### src/logic/bert_pkg.sv
// Constants for the bit-error tester counters and error insertion
// Overview of operation
// - The 32-bit bit count is read as four bytes, lowest byte holding bit 0.
// - The 24-bit error count is read as three bytes, lowest byte holding bit 0.
// - Receive unframed bit 6 set lets the frame-bit position reach the checker.
// - Transmit unframed bit 3 set lets the generator fill the frame-bit slot.
// - A rising edge of the byte-align bit realigns the generator to bytes.
// - Direction 0 uses the line pins, direction 1 uses the backplane pins.
// - Checking, counting, transmit bits, insertion and pin selects run only while enable bit 0 of the path control is set.
// - A rising edge of commit bit 7 loads the error budget on the next clock.
// - Constant mode with a nonzero rate inserts forever and ignores budget.
// - Rate code 0 inserts nothing; codes 1 to 15 give 1 in 2^(code+3) bits.
// - The 10-bit budget sits in the low byte and bits 1:0 of the high byte.
// - The errors still to insert are readable as a 10-bit two-byte value.
// - A rising edge of the latch bit copies and clears the running counts.
package bert_pkg;
	localparam logic [7:0] ADDR_BIT_COUNT_BYTE0   = 8'he3;
	localparam logic [7:0] ADDR_BIT_COUNT_BYTE1   = 8'he4;
	localparam logic [7:0] ADDR_BIT_COUNT_BYTE2   = 8'he5;
	localparam logic [7:0] ADDR_BIT_COUNT_BYTE3   = 8'he6;
	localparam logic [7:0] ADDR_ERROR_COUNT_BYTE0 = 8'he7;
	localparam logic [7:0] ADDR_ERROR_COUNT_BYTE1 = 8'he8;
	localparam logic [7:0] ADDR_ERROR_COUNT_BYTE2 = 8'he9;
	localparam logic [7:0] ADDR_TEST_PATH_CONTROL = 8'hea;
	localparam logic [7:0] ADDR_INSERTION_CONTROL = 8'heb;
	localparam logic [7:0] ADDR_ERROR_BUDGET_LOW  = 8'hec;
	localparam logic [7:0] ADDR_ERROR_BUDGET_HIGH = 8'hed;
	localparam logic [7:0] ADDR_ERRORS_LEFT_LOW   = 8'hee;
	localparam logic [7:0] ADDR_ERRORS_LEFT_HIGH  = 8'hef;
	localparam logic [7:0] ADDR_LATCH_CONTROL     = 8'he0;
	// Path control fields
	localparam int POS_TESTER_ENABLE      = 0;
	localparam int POS_TEST_DIRECTION     = 1;
	localparam int POS_TX_UNFRAMED        = 3;
	localparam int POS_TX_BYTE_ALIGN      = 4;
	localparam int POS_RX_UNFRAMED        = 6;
	localparam logic [7:0] PATH_MASK      = 8'h5b;
	// Insertion control, latch control and other fields
	localparam int POS_COMMIT             = 7;
	localparam int POS_CONSTANT           = 4;
	localparam logic [7:0] INSERT_MASK    = 8'h9f;
	localparam int POS_COUNTER_LATCH      = 1;
	localparam logic [7:0] LATCH_MASK     = 8'h02;
	localparam logic [7:0] BUDGET_HI_MASK = 8'h03;
	localparam logic [7:0] RESET_BYTE     = 8'h00;
	localparam int RATE_BASE_SHIFT        = 3;
	localparam int RATE_WIDTH             = 18;
endpackage

### src/logic/bert_counters_error_insert.sv
// Bit-error tester counters, path control and error insertion engine
//
// Chosen here: the plain strobed port.
module bert_counters_error_insert
	import bert_pkg::*;
#(
	parameter int BIT_W  = 32,
	parameter int ERR_W  = 24,
	parameter int BUD_W  = 10
) (
	// Clock and reset
	input  wire logic       clk,
	input  wire logic       srst,
	// Register port
	input  wire logic [7:0] addr,
	input  wire logic [7:0] wdata,
	input  wire logic       wr,
	input  wire logic       rd,
	output logic      [7:0] rdata,
	// Generator and formatter side
	input  wire logic       tx_bit_strobe,
	input  wire logic       tx_fbit_slot,
	input  wire logic       tx_pattern_bit,
	output logic            tx_byte_align_pulse,
	output logic            tx_source_fbit,
	output logic            tx_data_valid,
	output logic            tx_data,
	output logic            line_tx_sel,
	output logic            backplane_tx_sel,
	// Receive checker side
	input  wire logic       line_rx_strobe,
	input  wire logic       backplane_rx_strobe,
	input  wire logic       rx_fbit_slot,
	input  wire logic       rx_bit_error,
	output logic            rx_check_en
);
	import bert_pkg::*;

	typedef struct packed {
		logic [7:0]       path;
		logic [7:0]       insert;
		logic [7:0]       latch;
		logic [7:0]       bud_lo;
		logic [7:0]       bud_hi;
		logic [BIT_W-1:0] bit_run;
		logic [ERR_W-1:0] err_run;
		logic [BIT_W-1:0] bit_shown;
		logic [ERR_W-1:0] err_shown;
		logic [BUD_W-1:0] left;
		logic [RATE_WIDTH-1:0] rate_cnt;
		logic [7:0]       rdata;
		logic             align;
		logic             txd;
		logic             txv;
	} state_t;

	state_t s_r, s_nxt;

	logic enable, dir, rx_strobe, rx_take, tx_take, ins_now, rate_hit;
	logic constant_mode;
	logic [3:0] rate;
	logic [RATE_WIDTH-1:0] rate_last;

	always_comb begin
		enable        = s_r.path[POS_TESTER_ENABLE];
		dir           = s_r.path[POS_TEST_DIRECTION];
		rate          = s_r.insert[3:0];
		constant_mode = s_r.insert[POS_CONSTANT];
		// Rate code k gives one error per 2^(k+3) bits
		rate_last = RATE_WIDTH'((32'd1 << (32'(rate) + RATE_BASE_SHIFT)) - 1);
		rx_strobe = dir ? backplane_rx_strobe : line_rx_strobe;
		// Framed receive skips the frame-bit slot
		rx_take   = enable && rx_strobe &&
			(s_r.path[POS_RX_UNFRAMED] || !rx_fbit_slot);
		tx_take   = enable && tx_bit_strobe &&
			(s_r.path[POS_TX_UNFRAMED] || !tx_fbit_slot);
		rate_hit  = (rate != 4'h0) && (s_r.rate_cnt == rate_last);
		ins_now   = tx_take && rate_hit &&
			(constant_mode || (s_r.left != '0));
	end

	always_comb begin
		s_nxt       = s_r;
		s_nxt.align = 1'b0;
		s_nxt.txv   = tx_take;
		if (tx_take)
			s_nxt.txd = tx_pattern_bit ^ ins_now;
		if (wr) begin
			unique case (addr)
			ADDR_TEST_PATH_CONTROL: begin
				s_nxt.path = wdata & PATH_MASK;
				// Rising edge realigns the generator
				s_nxt.align = wdata[POS_TX_BYTE_ALIGN] &&
					!s_r.path[POS_TX_BYTE_ALIGN];
			end
			ADDR_INSERTION_CONTROL: s_nxt.insert = wdata & INSERT_MASK;
			ADDR_LATCH_CONTROL:     s_nxt.latch  = wdata & LATCH_MASK;
			ADDR_ERROR_BUDGET_LOW:  s_nxt.bud_lo = wdata;
			ADDR_ERROR_BUDGET_HIGH: s_nxt.bud_hi = wdata & BUDGET_HI_MASK;
			default: ;
			endcase
		end
		// Rate divider counts only taken transmit bits
		if (!enable || rate == 4'h0)
			s_nxt.rate_cnt = '0;
		else if (tx_take)
			s_nxt.rate_cnt = rate_hit ? '0 : s_r.rate_cnt + 1'b1;
		if (ins_now && !constant_mode)
			s_nxt.left = s_r.left - 1'b1;
		// Commit loads budget one clock after the rising edge write
		if (s_r.insert[POS_COMMIT] && !s_r.latch[7] )
			s_nxt.left = {s_r.bud_hi[1:0], s_r.bud_lo};
		s_nxt.latch[7] = s_r.insert[POS_COMMIT];
		if (rx_take) begin
			s_nxt.bit_run = s_r.bit_run + 1'b1;
			if (rx_bit_error)
				s_nxt.err_run = s_r.err_run + 1'b1;
		end
		// Latch edge copies counts and restarts the period
		if (wr && addr == ADDR_LATCH_CONTROL &&
			wdata[POS_COUNTER_LATCH] && !s_r.latch[POS_COUNTER_LATCH]) begin
			s_nxt.bit_shown = s_r.bit_run;
			s_nxt.err_shown = s_r.err_run;
			s_nxt.bit_run   = '0;
			s_nxt.err_run   = '0;
		end
		s_nxt.rdata = RESET_BYTE;
		if (rd) begin
			unique case (addr)
			ADDR_BIT_COUNT_BYTE0:   s_nxt.rdata = s_r.bit_shown[7:0];
			ADDR_BIT_COUNT_BYTE1:   s_nxt.rdata = s_r.bit_shown[15:8];
			ADDR_BIT_COUNT_BYTE2:   s_nxt.rdata = s_r.bit_shown[23:16];
			ADDR_BIT_COUNT_BYTE3:   s_nxt.rdata = s_r.bit_shown[31:24];
			ADDR_ERROR_COUNT_BYTE0: s_nxt.rdata = s_r.err_shown[7:0];
			ADDR_ERROR_COUNT_BYTE1: s_nxt.rdata = s_r.err_shown[15:8];
			ADDR_ERROR_COUNT_BYTE2: s_nxt.rdata = s_r.err_shown[23:16];
			ADDR_TEST_PATH_CONTROL: s_nxt.rdata = s_r.path;
			ADDR_INSERTION_CONTROL: s_nxt.rdata = s_r.insert;
			ADDR_LATCH_CONTROL:     s_nxt.rdata = s_r.latch & LATCH_MASK;
			ADDR_ERROR_BUDGET_LOW:  s_nxt.rdata = s_r.bud_lo;
			ADDR_ERROR_BUDGET_HIGH: s_nxt.rdata = s_r.bud_hi;
			ADDR_ERRORS_LEFT_LOW:   s_nxt.rdata = s_r.left[7:0];
			ADDR_ERRORS_LEFT_HIGH:  s_nxt.rdata = {6'h00, s_r.left[9:8]};
			default:                s_nxt.rdata = RESET_BYTE;
			endcase
		end
		if (srst)
			s_nxt = '0;
	end

	always_ff @(posedge clk) begin
		s_r <= s_nxt;
	end

	assign rdata               = s_r.rdata;
	assign tx_byte_align_pulse = s_r.align;
	assign tx_data             = s_r.txd;
	assign tx_data_valid       = s_r.txv;
	assign tx_source_fbit      = enable && s_r.path[POS_TX_UNFRAMED];
	assign line_tx_sel         = enable && !dir;
	assign backplane_tx_sel    = enable && dir;
	assign rx_check_en         = rx_take;

	property p_align;
		@(posedge clk) disable iff (srst)
		wr && addr == ADDR_TEST_PATH_CONTROL && wdata[4] && !s_r.path[4]
			|=> tx_byte_align_pulse;
	endproperty
	a_align: assert property (p_align) else $error("align lost");

	property p_commit;
		@(posedge clk) disable iff (srst)
		wr && addr == ADDR_INSERTION_CONTROL && wdata[7] && !s_r.insert[7]
			|=> ##1 s_r.left == $past({s_r.bud_hi[1:0], s_r.bud_lo});
	endproperty
	a_commit: assert property (p_commit) else $error("commit bad");

	property p_disabled;
		@(posedge clk) disable iff (srst)
		!enable |-> !rx_check_en && !line_tx_sel && !backplane_tx_sel;
	endproperty
	a_disabled: assert property (p_disabled) else $error("tester on");

	property p_framed_rx;
		@(posedge clk) disable iff (srst)
		rx_fbit_slot && !s_r.path[6] |-> !rx_check_en;
	endproperty
	a_framed_rx: assert property (p_framed_rx) else $error("fbit fed");

	property p_framed_tx;
		@(posedge clk) disable iff (srst)
		tx_fbit_slot && !s_r.path[3] && tx_bit_strobe |=> !tx_data_valid;
	endproperty
	a_framed_tx: assert property (p_framed_tx) else $error("fbit sourced");

	property p_stop_zero;
		@(posedge clk) disable iff (srst)
		!constant_mode && s_r.left == 0 |-> !ins_now;
	endproperty
	a_stop_zero: assert property (p_stop_zero) else $error("over budget");

	property p_no_rate;
		@(posedge clk) disable iff (srst)
		rate == 4'h0 |-> !ins_now;
	endproperty
	a_no_rate: assert property (p_no_rate) else $error("rate zero ins");

	property p_decrement;
		@(posedge clk) disable iff (srst)
		ins_now && !constant_mode && !(s_r.insert[7] && !s_r.latch[7])
			|=> s_r.left == $past(s_r.left) - 1'b1;
	endproperty
	a_decrement: assert property (p_decrement) else $error("no decrement");

	property p_latch;
		@(posedge clk) disable iff (srst)
		wr && addr == ADDR_LATCH_CONTROL && wdata[1] && !s_r.latch[1]
			|=> s_r.bit_run == 0 && s_r.bit_shown == $past(s_r.bit_run);
	endproperty
	a_latch: assert property (p_latch) else $error("latch bad");

	property p_rdata_idle;
		@(posedge clk) disable iff (srst)
		!rd |=> rdata == RESET_BYTE;
	endproperty
	a_rdata_idle: assert property (p_rdata_idle) else $error("rdata");

	property p_rd_b0;
		@(posedge clk) disable iff (srst)
		rd && addr == ADDR_BIT_COUNT_BYTE0
			|=> rdata == $past(s_r.bit_shown[7:0]);
	endproperty
	a_rd_b0: assert property (p_rd_b0) else $error("b0");

	property p_rd_b1;
		@(posedge clk) disable iff (srst)
		rd && addr == ADDR_BIT_COUNT_BYTE1
			|=> rdata == $past(s_r.bit_shown[15:8]);
	endproperty
	a_rd_b1: assert property (p_rd_b1) else $error("b1");

	property p_rd_b3;
		@(posedge clk) disable iff (srst)
		rd && addr == ADDR_BIT_COUNT_BYTE3
			|=> rdata == $past(s_r.bit_shown[31:24]);
	endproperty
	a_rd_b3: assert property (p_rd_b3) else $error("b3");

	property p_rd_e0;
		@(posedge clk) disable iff (srst)
		rd && addr == ADDR_ERROR_COUNT_BYTE0
			|=> rdata == $past(s_r.err_shown[7:0]);
	endproperty
	a_rd_e0: assert property (p_rd_e0) else $error("e0");

	property p_rd_e1;
		@(posedge clk) disable iff (srst)
		rd && addr == ADDR_ERROR_COUNT_BYTE1
			|=> rdata == $past(s_r.err_shown[15:8]);
	endproperty
	a_rd_e1: assert property (p_rd_e1) else $error("e1");

	property p_rd_e2;
		@(posedge clk) disable iff (srst)
		rd && addr == ADDR_ERROR_COUNT_BYTE2
			|=> rdata == $past(s_r.err_shown[23:16]);
	endproperty
	a_rd_e2: assert property (p_rd_e2) else $error("e2");

	property p_rd_left_lo;
		@(posedge clk) disable iff (srst)
		rd && addr == ADDR_ERRORS_LEFT_LOW
			|=> rdata == $past(s_r.left[7:0]);
	endproperty
	a_rd_left_lo: assert property (p_rd_left_lo) else $error("ll");

	property p_rd_left_hi;
		@(posedge clk) disable iff (srst)
		rd && addr == ADDR_ERRORS_LEFT_HIGH
			|=> rdata == {6'h00, $past(s_r.left[9:8])};
	endproperty
	a_rd_left_hi: assert property (p_rd_left_hi) else $error("lh");

	property p_rd_bud_hi;
		@(posedge clk) disable iff (srst)
		rd && addr == ADDR_ERROR_BUDGET_HIGH |=> rdata[7:2] == 6'h00;
	endproperty
	a_rd_bud_hi: assert property (p_rd_bud_hi) else $error("bh");

	property p_bud_lo;
		@(posedge clk) disable iff (srst)
		wr && addr == ADDR_ERROR_BUDGET_LOW
			|=> s_r.bud_lo == $past(wdata);
	endproperty
	a_bud_lo: assert property (p_bud_lo) else $error("bl");

	property p_path_wr;
		@(posedge clk) disable iff (srst)
		wr && addr == ADDR_TEST_PATH_CONTROL
			|=> s_r.path == ($past(wdata) & PATH_MASK);
	endproperty
	a_path_wr: assert property (p_path_wr) else $error("path");

	property p_sel_excl;
		@(posedge clk) disable iff (srst)
		!(line_tx_sel && backplane_tx_sel);
	endproperty
	a_sel_excl: assert property (p_sel_excl) else $error("two sel");

	property p_rx_bp;
		@(posedge clk) disable iff (srst)
		enable && dir && !backplane_rx_strobe |-> !rx_check_en;
	endproperty
	a_rx_bp: assert property (p_rx_bp) else $error("rx bp");

	property p_rx_line;
		@(posedge clk) disable iff (srst)
		enable && !dir && !line_rx_strobe |-> !rx_check_en;
	endproperty
	a_rx_line: assert property (p_rx_line) else $error("rx line");

	property p_bit_inc;
		@(posedge clk) disable iff (srst)
		rx_check_en && !wr
			|=> s_r.bit_run == $past(s_r.bit_run) + 1'b1;
	endproperty
	a_bit_inc: assert property (p_bit_inc) else $error("bit inc");

	property p_err_inc;
		@(posedge clk) disable iff (srst)
		rx_check_en && rx_bit_error && !wr
			|=> s_r.err_run == $past(s_r.err_run) + 1'b1;
	endproperty
	a_err_inc: assert property (p_err_inc) else $error("err inc");

	property p_latch_err;
		@(posedge clk) disable iff (srst)
		wr && addr == ADDR_LATCH_CONTROL && wdata[1] && !s_r.latch[1]
			|=> s_r.err_run == 0 && s_r.err_shown == $past(s_r.err_run);
	endproperty
	a_latch_err: assert property (p_latch_err) else $error("lat e");

	property p_shown_hold;
		@(posedge clk) disable iff (srst)
		!wr |=> s_r.bit_shown == $past(s_r.bit_shown)
			&& s_r.err_shown == $past(s_r.err_shown);
	endproperty
	a_shown_hold: assert property (p_shown_hold) else $error("sh");

	property p_align_once;
		@(posedge clk) disable iff (srst)
		tx_byte_align_pulse |=> !tx_byte_align_pulse;
	endproperty
	a_align_once: assert property (p_align_once) else $error("al");

	property p_const_hold;
		@(posedge clk) disable iff (srst)
		constant_mode && !(s_r.insert[7] && !s_r.latch[7])
			|=> s_r.left == $past(s_r.left);
	endproperty
	a_const_hold: assert property (p_const_hold) else $error("ch");

	property p_tx_valid;
		@(posedge clk) disable iff (srst)
		tx_bit_strobe && enable && (s_r.path[3] || !tx_fbit_slot)
			|=> tx_data_valid;
	endproperty
	a_tx_valid: assert property (p_tx_valid) else $error("tv");

	property p_tx_clean;
		@(posedge clk) disable iff (srst)
		tx_take && !ins_now |=> tx_data == $past(tx_pattern_bit);
	endproperty
	a_tx_clean: assert property (p_tx_clean) else $error("tc");

	property p_tx_flip;
		@(posedge clk) disable iff (srst)
		ins_now |=> tx_data == !$past(tx_pattern_bit);
	endproperty
	a_tx_flip: assert property (p_tx_flip) else $error("tf");

	c_insert: cover property (@(posedge clk) ins_now);
	c_commit: cover property (@(posedge clk) s_r.insert[7] && !s_r.latch[7]);
	c_latch:  cover property (@(posedge clk) s_r.latch[1] && !srst);
	c_const:  cover property (@(posedge clk) ins_now && constant_mode);
	c_align:  cover property (@(posedge clk) tx_byte_align_pulse);
endmodule

### config.mk
export PLATFORM = sky130hd
export DESIGN_NAME = bert_counters_error_insert
export DESIGN_NICKNAME = d
export VERILOG_FILES = /design/src/logic/bert_pkg.sv /design/src/logic/bert_counters_error_insert.sv
export SDC_FILE = /design/constraint.sdc
export NUM_CORES = 1
export LEC_CHECK = 0
export BUFFER_PORTS_ARGS = -buffer_cell sky130_fd_sc_hd__buf_2
export CAP_MARGIN = 20
export CORE_MARGIN = 1
export CORE_UTILIZATION = 65
export CTS_CLUSTER_DIAMETER = 30
export DETAILED_ROUTE_END_ITERATION = 8
export GPL_ROUTABILITY_DRIVEN = 0
export PLACE_DENSITY = 0.8
export SYNTH_ARGS = -nofsm -noshare
export SYNTH_HDL_FRONTEND = slang
export SYNTH_SLANG_ARGS = --single-unit
### constraint.sdc
create_clock -name clk -period 4.62 [get_ports clk]
set_input_delay 0.462 -clock clk [delete_from_list [all_inputs] [get_ports clk]]
set_output_delay 0.462 -clock clk [all_outputs]
set_load 0.01 [all_outputs]
# After elaboration in Yosys (flattened, before gate mapping)
# Index checks and enable logic that the tools add are counted.
[totals] wordCells=89 mem_bits_rw=0 regBits=174 romBits=0 latchBits=0 output_inout_bits=15 memories=0 input_bits=27
[classes] bitwise=4 mul=0 n_mux=5 reduce_logical=42 div_mod_pow=0 shifts=1 n_addsub=6 eq_ne=15 magnitude_cmp=0
[op_table] op="8-bit equality test, second input constant" n=14
[op_table] op="8-bit case mux with 14 select lines" n=1
[op_table] op="32-bit by 1-bit adder with 32-bit output, second input constant" n=1
[op_table] op="24-bit by 1-bit adder with 24-bit output, second input constant" n=1
[op_table] op="10-bit two-way mux" n=2
[op_table] op="18-bit by 1-bit adder with 18-bit output, second input constant" n=1
[op_table] op="18-bit equality test" n=1
[op_table] op="18-bit two-way mux" n=1
[op_table] op="1-bit by 5-bit left shift with 18-bit output, first input constant" n=1
[op_table] op="18-bit by 1-bit subtractor with 18-bit output, second input constant" n=1
[op_table] op="1-bit logical AND" n=16
[op_table] op="2-bit AND reduction" n=6
[op_table] op="10-bit nonzero test" n=1
[op_table] op="10-bit by 1-bit subtractor with 10-bit output, second input constant" n=1
[op_table] op="1-bit logical NOT" n=8
[op_table] op="2-bit OR reduction" n=3
[op_table] op="4-bit by 2-bit adder with 5-bit output, second input constant" n=1
[op_table] op="4-bit logical NOT" n=1
[op_table] op="1-bit logical OR" n=4
[op_table] op="4-bit nonzero test" n=1
[op_table] op="1-bit inverter" n=3
[op_table] op="3-bit OR reduction" n=1
[op_table] op="2-bit nonzero test" n=1
[op_table] op="1-bit two-way mux" n=1
[op_table] op="1-bit XOR" n=1

# Longest topological paths before layout
[logic_depth] word_depth=10 ltp_mapped=11 mapped_depth_nobuf=9

# Worst setup path before layout
# No wires, ideal clock.
[synth_path] path_kind="reg-to-reg" startpoint="register s_r, in the netlist rate[0]" endpoint="register s_r[35] in the netlist's numbering" arrival_ns=2.545 path_slack_ns=1.948 t_required_ns=4.493 path_stages_with_launch=11 synth_period_minus_slack_ns=2.672 setup_time_ns=0.127 n_path_buf=2 path_cell_list="dfxtp_1 buf_6 or3_1 a211oi_1 a31oi_1 a211oi_2 nand4_2 or4_1 buf_6 and3_4 or3_1"
[synth_via] elab_chain_len=9 word_cells_on_any_way=10 classes_between="add/sub (2); eq/ne (1); shift (1); reduce/logical (6)"
[synth_lines] element="start, declared" line_no="bert_counters_error_insert.sv:57" source="state_t s_r, s_nxt;"
[synth_lines] element="start signal, assigned" line_no="bert_counters_error_insert.sv:152" source="s_r <= s_nxt;"
[synth_lines] element="4-bit by 2-bit adder with 5-bit output" line_no="bert_counters_error_insert.sv:70" source="rate_last = RATE_WIDTH'((32'd1 << (32'(rate) + RATE_BASE_SHIFT)) - 1);"
[synth_lines] element="1-bit by 5-bit left shift with 18-bit output" line_no="bert_counters_error_insert.sv:70"
[synth_lines] element="18-bit by 1-bit subtractor with 18-bit output" line_no="bert_counters_error_insert.sv:70"
[synth_lines] element="18-bit equality test" line_no="bert_counters_error_insert.sv:77" source="rate_hit = (rate != 4'h0) && (s_r.rate_cnt == rate_last);"
[synth_lines] element="1-bit logical AND *" line_no="bert_counters_error_insert.sv:77"
[synth_lines] element="1-bit logical AND * (2 in series)" line_no="bert_counters_error_insert.sv:78" source="ins_now = tx_take && rate_hit &&"
[synth_lines] element="1-bit logical AND *" line_no="bert_counters_error_insert.sv:108" source="if (ins_now && !constant_mode)"
[synth_lines] element="2-bit nonzero test (no line) *"
# Every way passes the cells marked *; elsewhere a longest branch is shown, timed or not.
# A chain may end at the register's enable or synchronous reset.

# Worst setup path in the final report
[layout_path] startpoint="register s_r, in the netlist rate[1]" endpoint="register s_r[35] in the netlist's numbering"
# Same word-level chain as after synthesis.

==> results.tsv <==
stage	metric	value	unit
outcome	status	complete, no violations	
worst_setup_path	critPathCaptureType	flop	
synth	synthFlopType	dfxtp_1	
power	sw_frac_of_total	22.3	%
worst_setup_path	slowest_stage	dfxtp_1	
placement	dpl.hpwl	13.2	mm
global_routing	grt_pass1_vias	6401	
clock_network	clock_sinks	174	
sta	finalSetupViolations	0	
routing	routed_wl	19.5	mm
power	power.leakage	0.00312	uW
min_path	hold_path.class	input port to flop	
sta	rsz0062_at_grt	no	
floorplan	ioPinCount	42	
synth	syn_area	8290	um2
sta	finalHoldViolCount	0	
synth	ys_seq_area_share	42.0	%
clock_network	clock-root-buffer	clkbuf_16	
floorplan	initial_utilization	67.9	%
floorplan	die_h	115	um
routing	wl_per_cell	16.4	um
floorplan	core	12200	um2
routing	drt_first_iter_violations	707	
clock_network	ctsHtreeMaxLevel	4	
sta	period_share	73.3	%
power	pwr-share-clk	46.8	%
sta	post-route-min-period	3.39	ns
worst_setup_path	path_buf_inv	0	
sta	fin_skew	0.00839	ns
synth	netlist_instances	1018	
global_routing	antenna_found_initial	0	
global_routing	grt_usage	31.0	%
final_layout	synthToLayoutAreaGrowth	8.46	%
clock_network	post-cts-setup-buffers	0	
placement	placed_area	8420	um2
global_routing	globalRouteOverflowTotal	0	
synth	synth.area.top_cells	dfxtp_1 (42%), nand2_1 (8.8%), a21oi_1 (5.3%)	
sta	worst_pin_slew	1.01	ns
floorplan	rows	40	
power	power.internal	2310	uW
synth	syn_area_per_cell	8.15	um2
final_layout	final_nets	1044	
final_layout	final_layout_size_suffix_gt1_share	9.76	%
power	p_comb_share	2.7	%
routing	drt_pass1_iterations	6	
placement	dp.cells	1161	
worst_setup_path	cp.arrival	3.70	ns
floorplan	die_area	13200	um2
clock_network	cts_tree	yes	
job	cap_violations	0	
synth	async_flop_share	0	%
routing	remaining_drc_errors	0	
routing	avgViaCountPerCell	5.98	
clock_network	clk_pin_slew	0.06	ns
sta	maxSlewHeadroom	32.6	%
worst_setup_path	slowest_delay	0.79	ns
clock_network	clock_path_buffers	2	
power	p_seq_share	50.4	%
power	switching_power	662	uW
synth	synth_top_area_share	42.0	%
final_layout	diodes	0	
synth	yosys.area.top_type	dfxtp_1	
routing	ant_nets	0	
clock_network	clk-insertion-delay-late	0.44	ns
routing	dr_total_vias	7130	
synth	synth_seq_cells	174	
clock_network	cts_resized	0	
worst_setup_path	worstSetupStartpointType	flop	
power	powerDensity	331	nW/um2
global_routing	grt_max_degree	82	
worst_setup_path	criticalPathCategory	flop to flop	
floorplan	die_x	115	um
sta	finalSetupTns	0	ns
final_layout	final_cells	1193	
worst_setup_path	critical_path_required	4.94	ns
clock_network	hold_buffers	0	
placement	numPortBuffers	41	
worst_setup_path	crit_family	simple AND/OR/NAND/NOR gates	
clock_network	cts_made_buffers	17	
final_layout	stdcell_area	9000	um2
power	vdd_ir_drop_max	0.264	mV
worst_setup_path	cp_cell_sequence	or4b_1, nand4_1, a31oi_1, a211oi_2, nand4_2, or4_1, and3_4, or3_1	
sta	slew_viol_final	0	
synth	synth.yosys.warnings	0	
worst_setup_path	critical_path_peak_fanout	23	
synth	ys_types	62	
global_routing	grt_pass1_wl	31.7	mm
synth	synth-edff-count	0	
sta	clock.fmax	295	MHz
cell type report:
type	instances	area, um2
fill	974	3220
inverter	14	52.6
tap	168	210
multi-input combinational	759	4420
clock inverter	11	106
clock buffer	21	470
sequential	174	3480
timing repair buffer	46	255
state kept, by name, indices dropped and copies added (netlist names):
register             count
tx_data_valid            1
s_r                    156
tx_byte_align_pulse      1
constant_mode            1
tx_data                  1
rdata                    8
dir                      1
rate                     4
enable                   1
metrics by stage:
step                      hold slack, ns  total power, uW  util, %  setup WS (ns)
after floorplan                    0.432             1580        -           1.95
after global placement             0.440             1610     68.8           1.35
after detailed placement           0.447             1610     68.9           1.25
after CTS                          0.271             2990     73.7           1.27
after global routing               0.289             3060     73.7          0.956
final                              0.279             2970     73.7           1.23
worst register-to-register path, delay by kind of cell (launching register included):
family,cells,cell delay (ns)
AOI/OAI and AO/OA,2,0.33
DFF,1,0.79
and+or+nand+nor,6,2.15
per-layer routing:
metal	global-route usage, %	vias up	wire length, um
li1	-	3491	-
met1	40.8	3342	8590
met2	49.1	256	9140
met3	7.12	41	1240
met4	13.2	0	531
met5	0	-	0
power groups by stage:
stage	Clock, uW	Sequential (uW)	Combinational (uW)
after floorplan	0	1530	50.9
after global placement	0	1530	76.2
after detailed placement	0	1530	78.7
after CTS	1410	1500	79.0
after global routing	1470	1500	86.5
final	1390	1500	80.9
cells in the mapped netlist, types with 10 or more instances:
cell type    n
a21oi_1     88
and3_1      22
buf_4       10
clkbuf_1    46
dfxtp_1    174
inv_1       14
mux2i_1     26
nand2_1    194
nand3_1     47
nor2_1     103
nor2b_1     11
nor3_1      11
o21ai_0     29
or3_1       18
xnor2_1     26
xor2_1      49
logic make-up after synthesis:
family                   count (synthesis)  synth area share (%)
buffers and inverters                   86                  4.83
other                                    1                0.0452
AO/OA/AOI/OAI                          175                  12.9
adder cells (fa/ha/maj)                  5                 0.754
multiplexers                            38                  5.45
XOR/XNOR                                75                  7.92
flip-flops                             174                  42.0
AND/OR/NAND/NOR                        464                  26.1
cell usage in the layout, fill, tap and decap left out, types with 3 or more instances in the layout:
cell	netlist	layout
a21oi_1	88	88
a211oi_1	5	5
nor2b_1	11	11
or4_1	4	4
and3_1	22	22
nor3_1	11	11
o21ai_1	3	3
and4_1	8	8
dfxtp_1	174	174
mux2_2	7	7
clkbuf_8	0	3
or3_1	18	18
nand2_1	194	194
a31oi_1	7	7
inv_1	14	14
nor2_1	103	103
buf_2	2	41
mux2i_1	26	26
nand3b_1	3	3
o21ai_0	29	29
nor4_1	7	7
inv_6	0	3
clkinvlp_4	0	3
a32o_1	6	6
ha_1	5	5
clkbuf_16	0	17
a22oi_1	5	5
a32oi_1	4	4
buf_4	10	4
a221oi_1	5	5
and2_1	5	5
a22o_1	6	6
nand3_1	47	47
nand2b_1	4	3
xor2_1	49	49
xnor2_1	26	26
nand4_1	9	9
mux4_2	5	5
final timing paths:
check	slack, ns	depth (start not counted)	start	end
setup / recovery	1.23	8	rate[1]	s_r[35]
hold / removal	0.28	3	wdata[5]	s_r[164]
setup reg to reg	1.23	8	rate[1]	s_r[35]
hold reg to reg	0.46	2	s_r[88]	s_r[88]
Note: power is estimated with default switching activity, not from simulation.
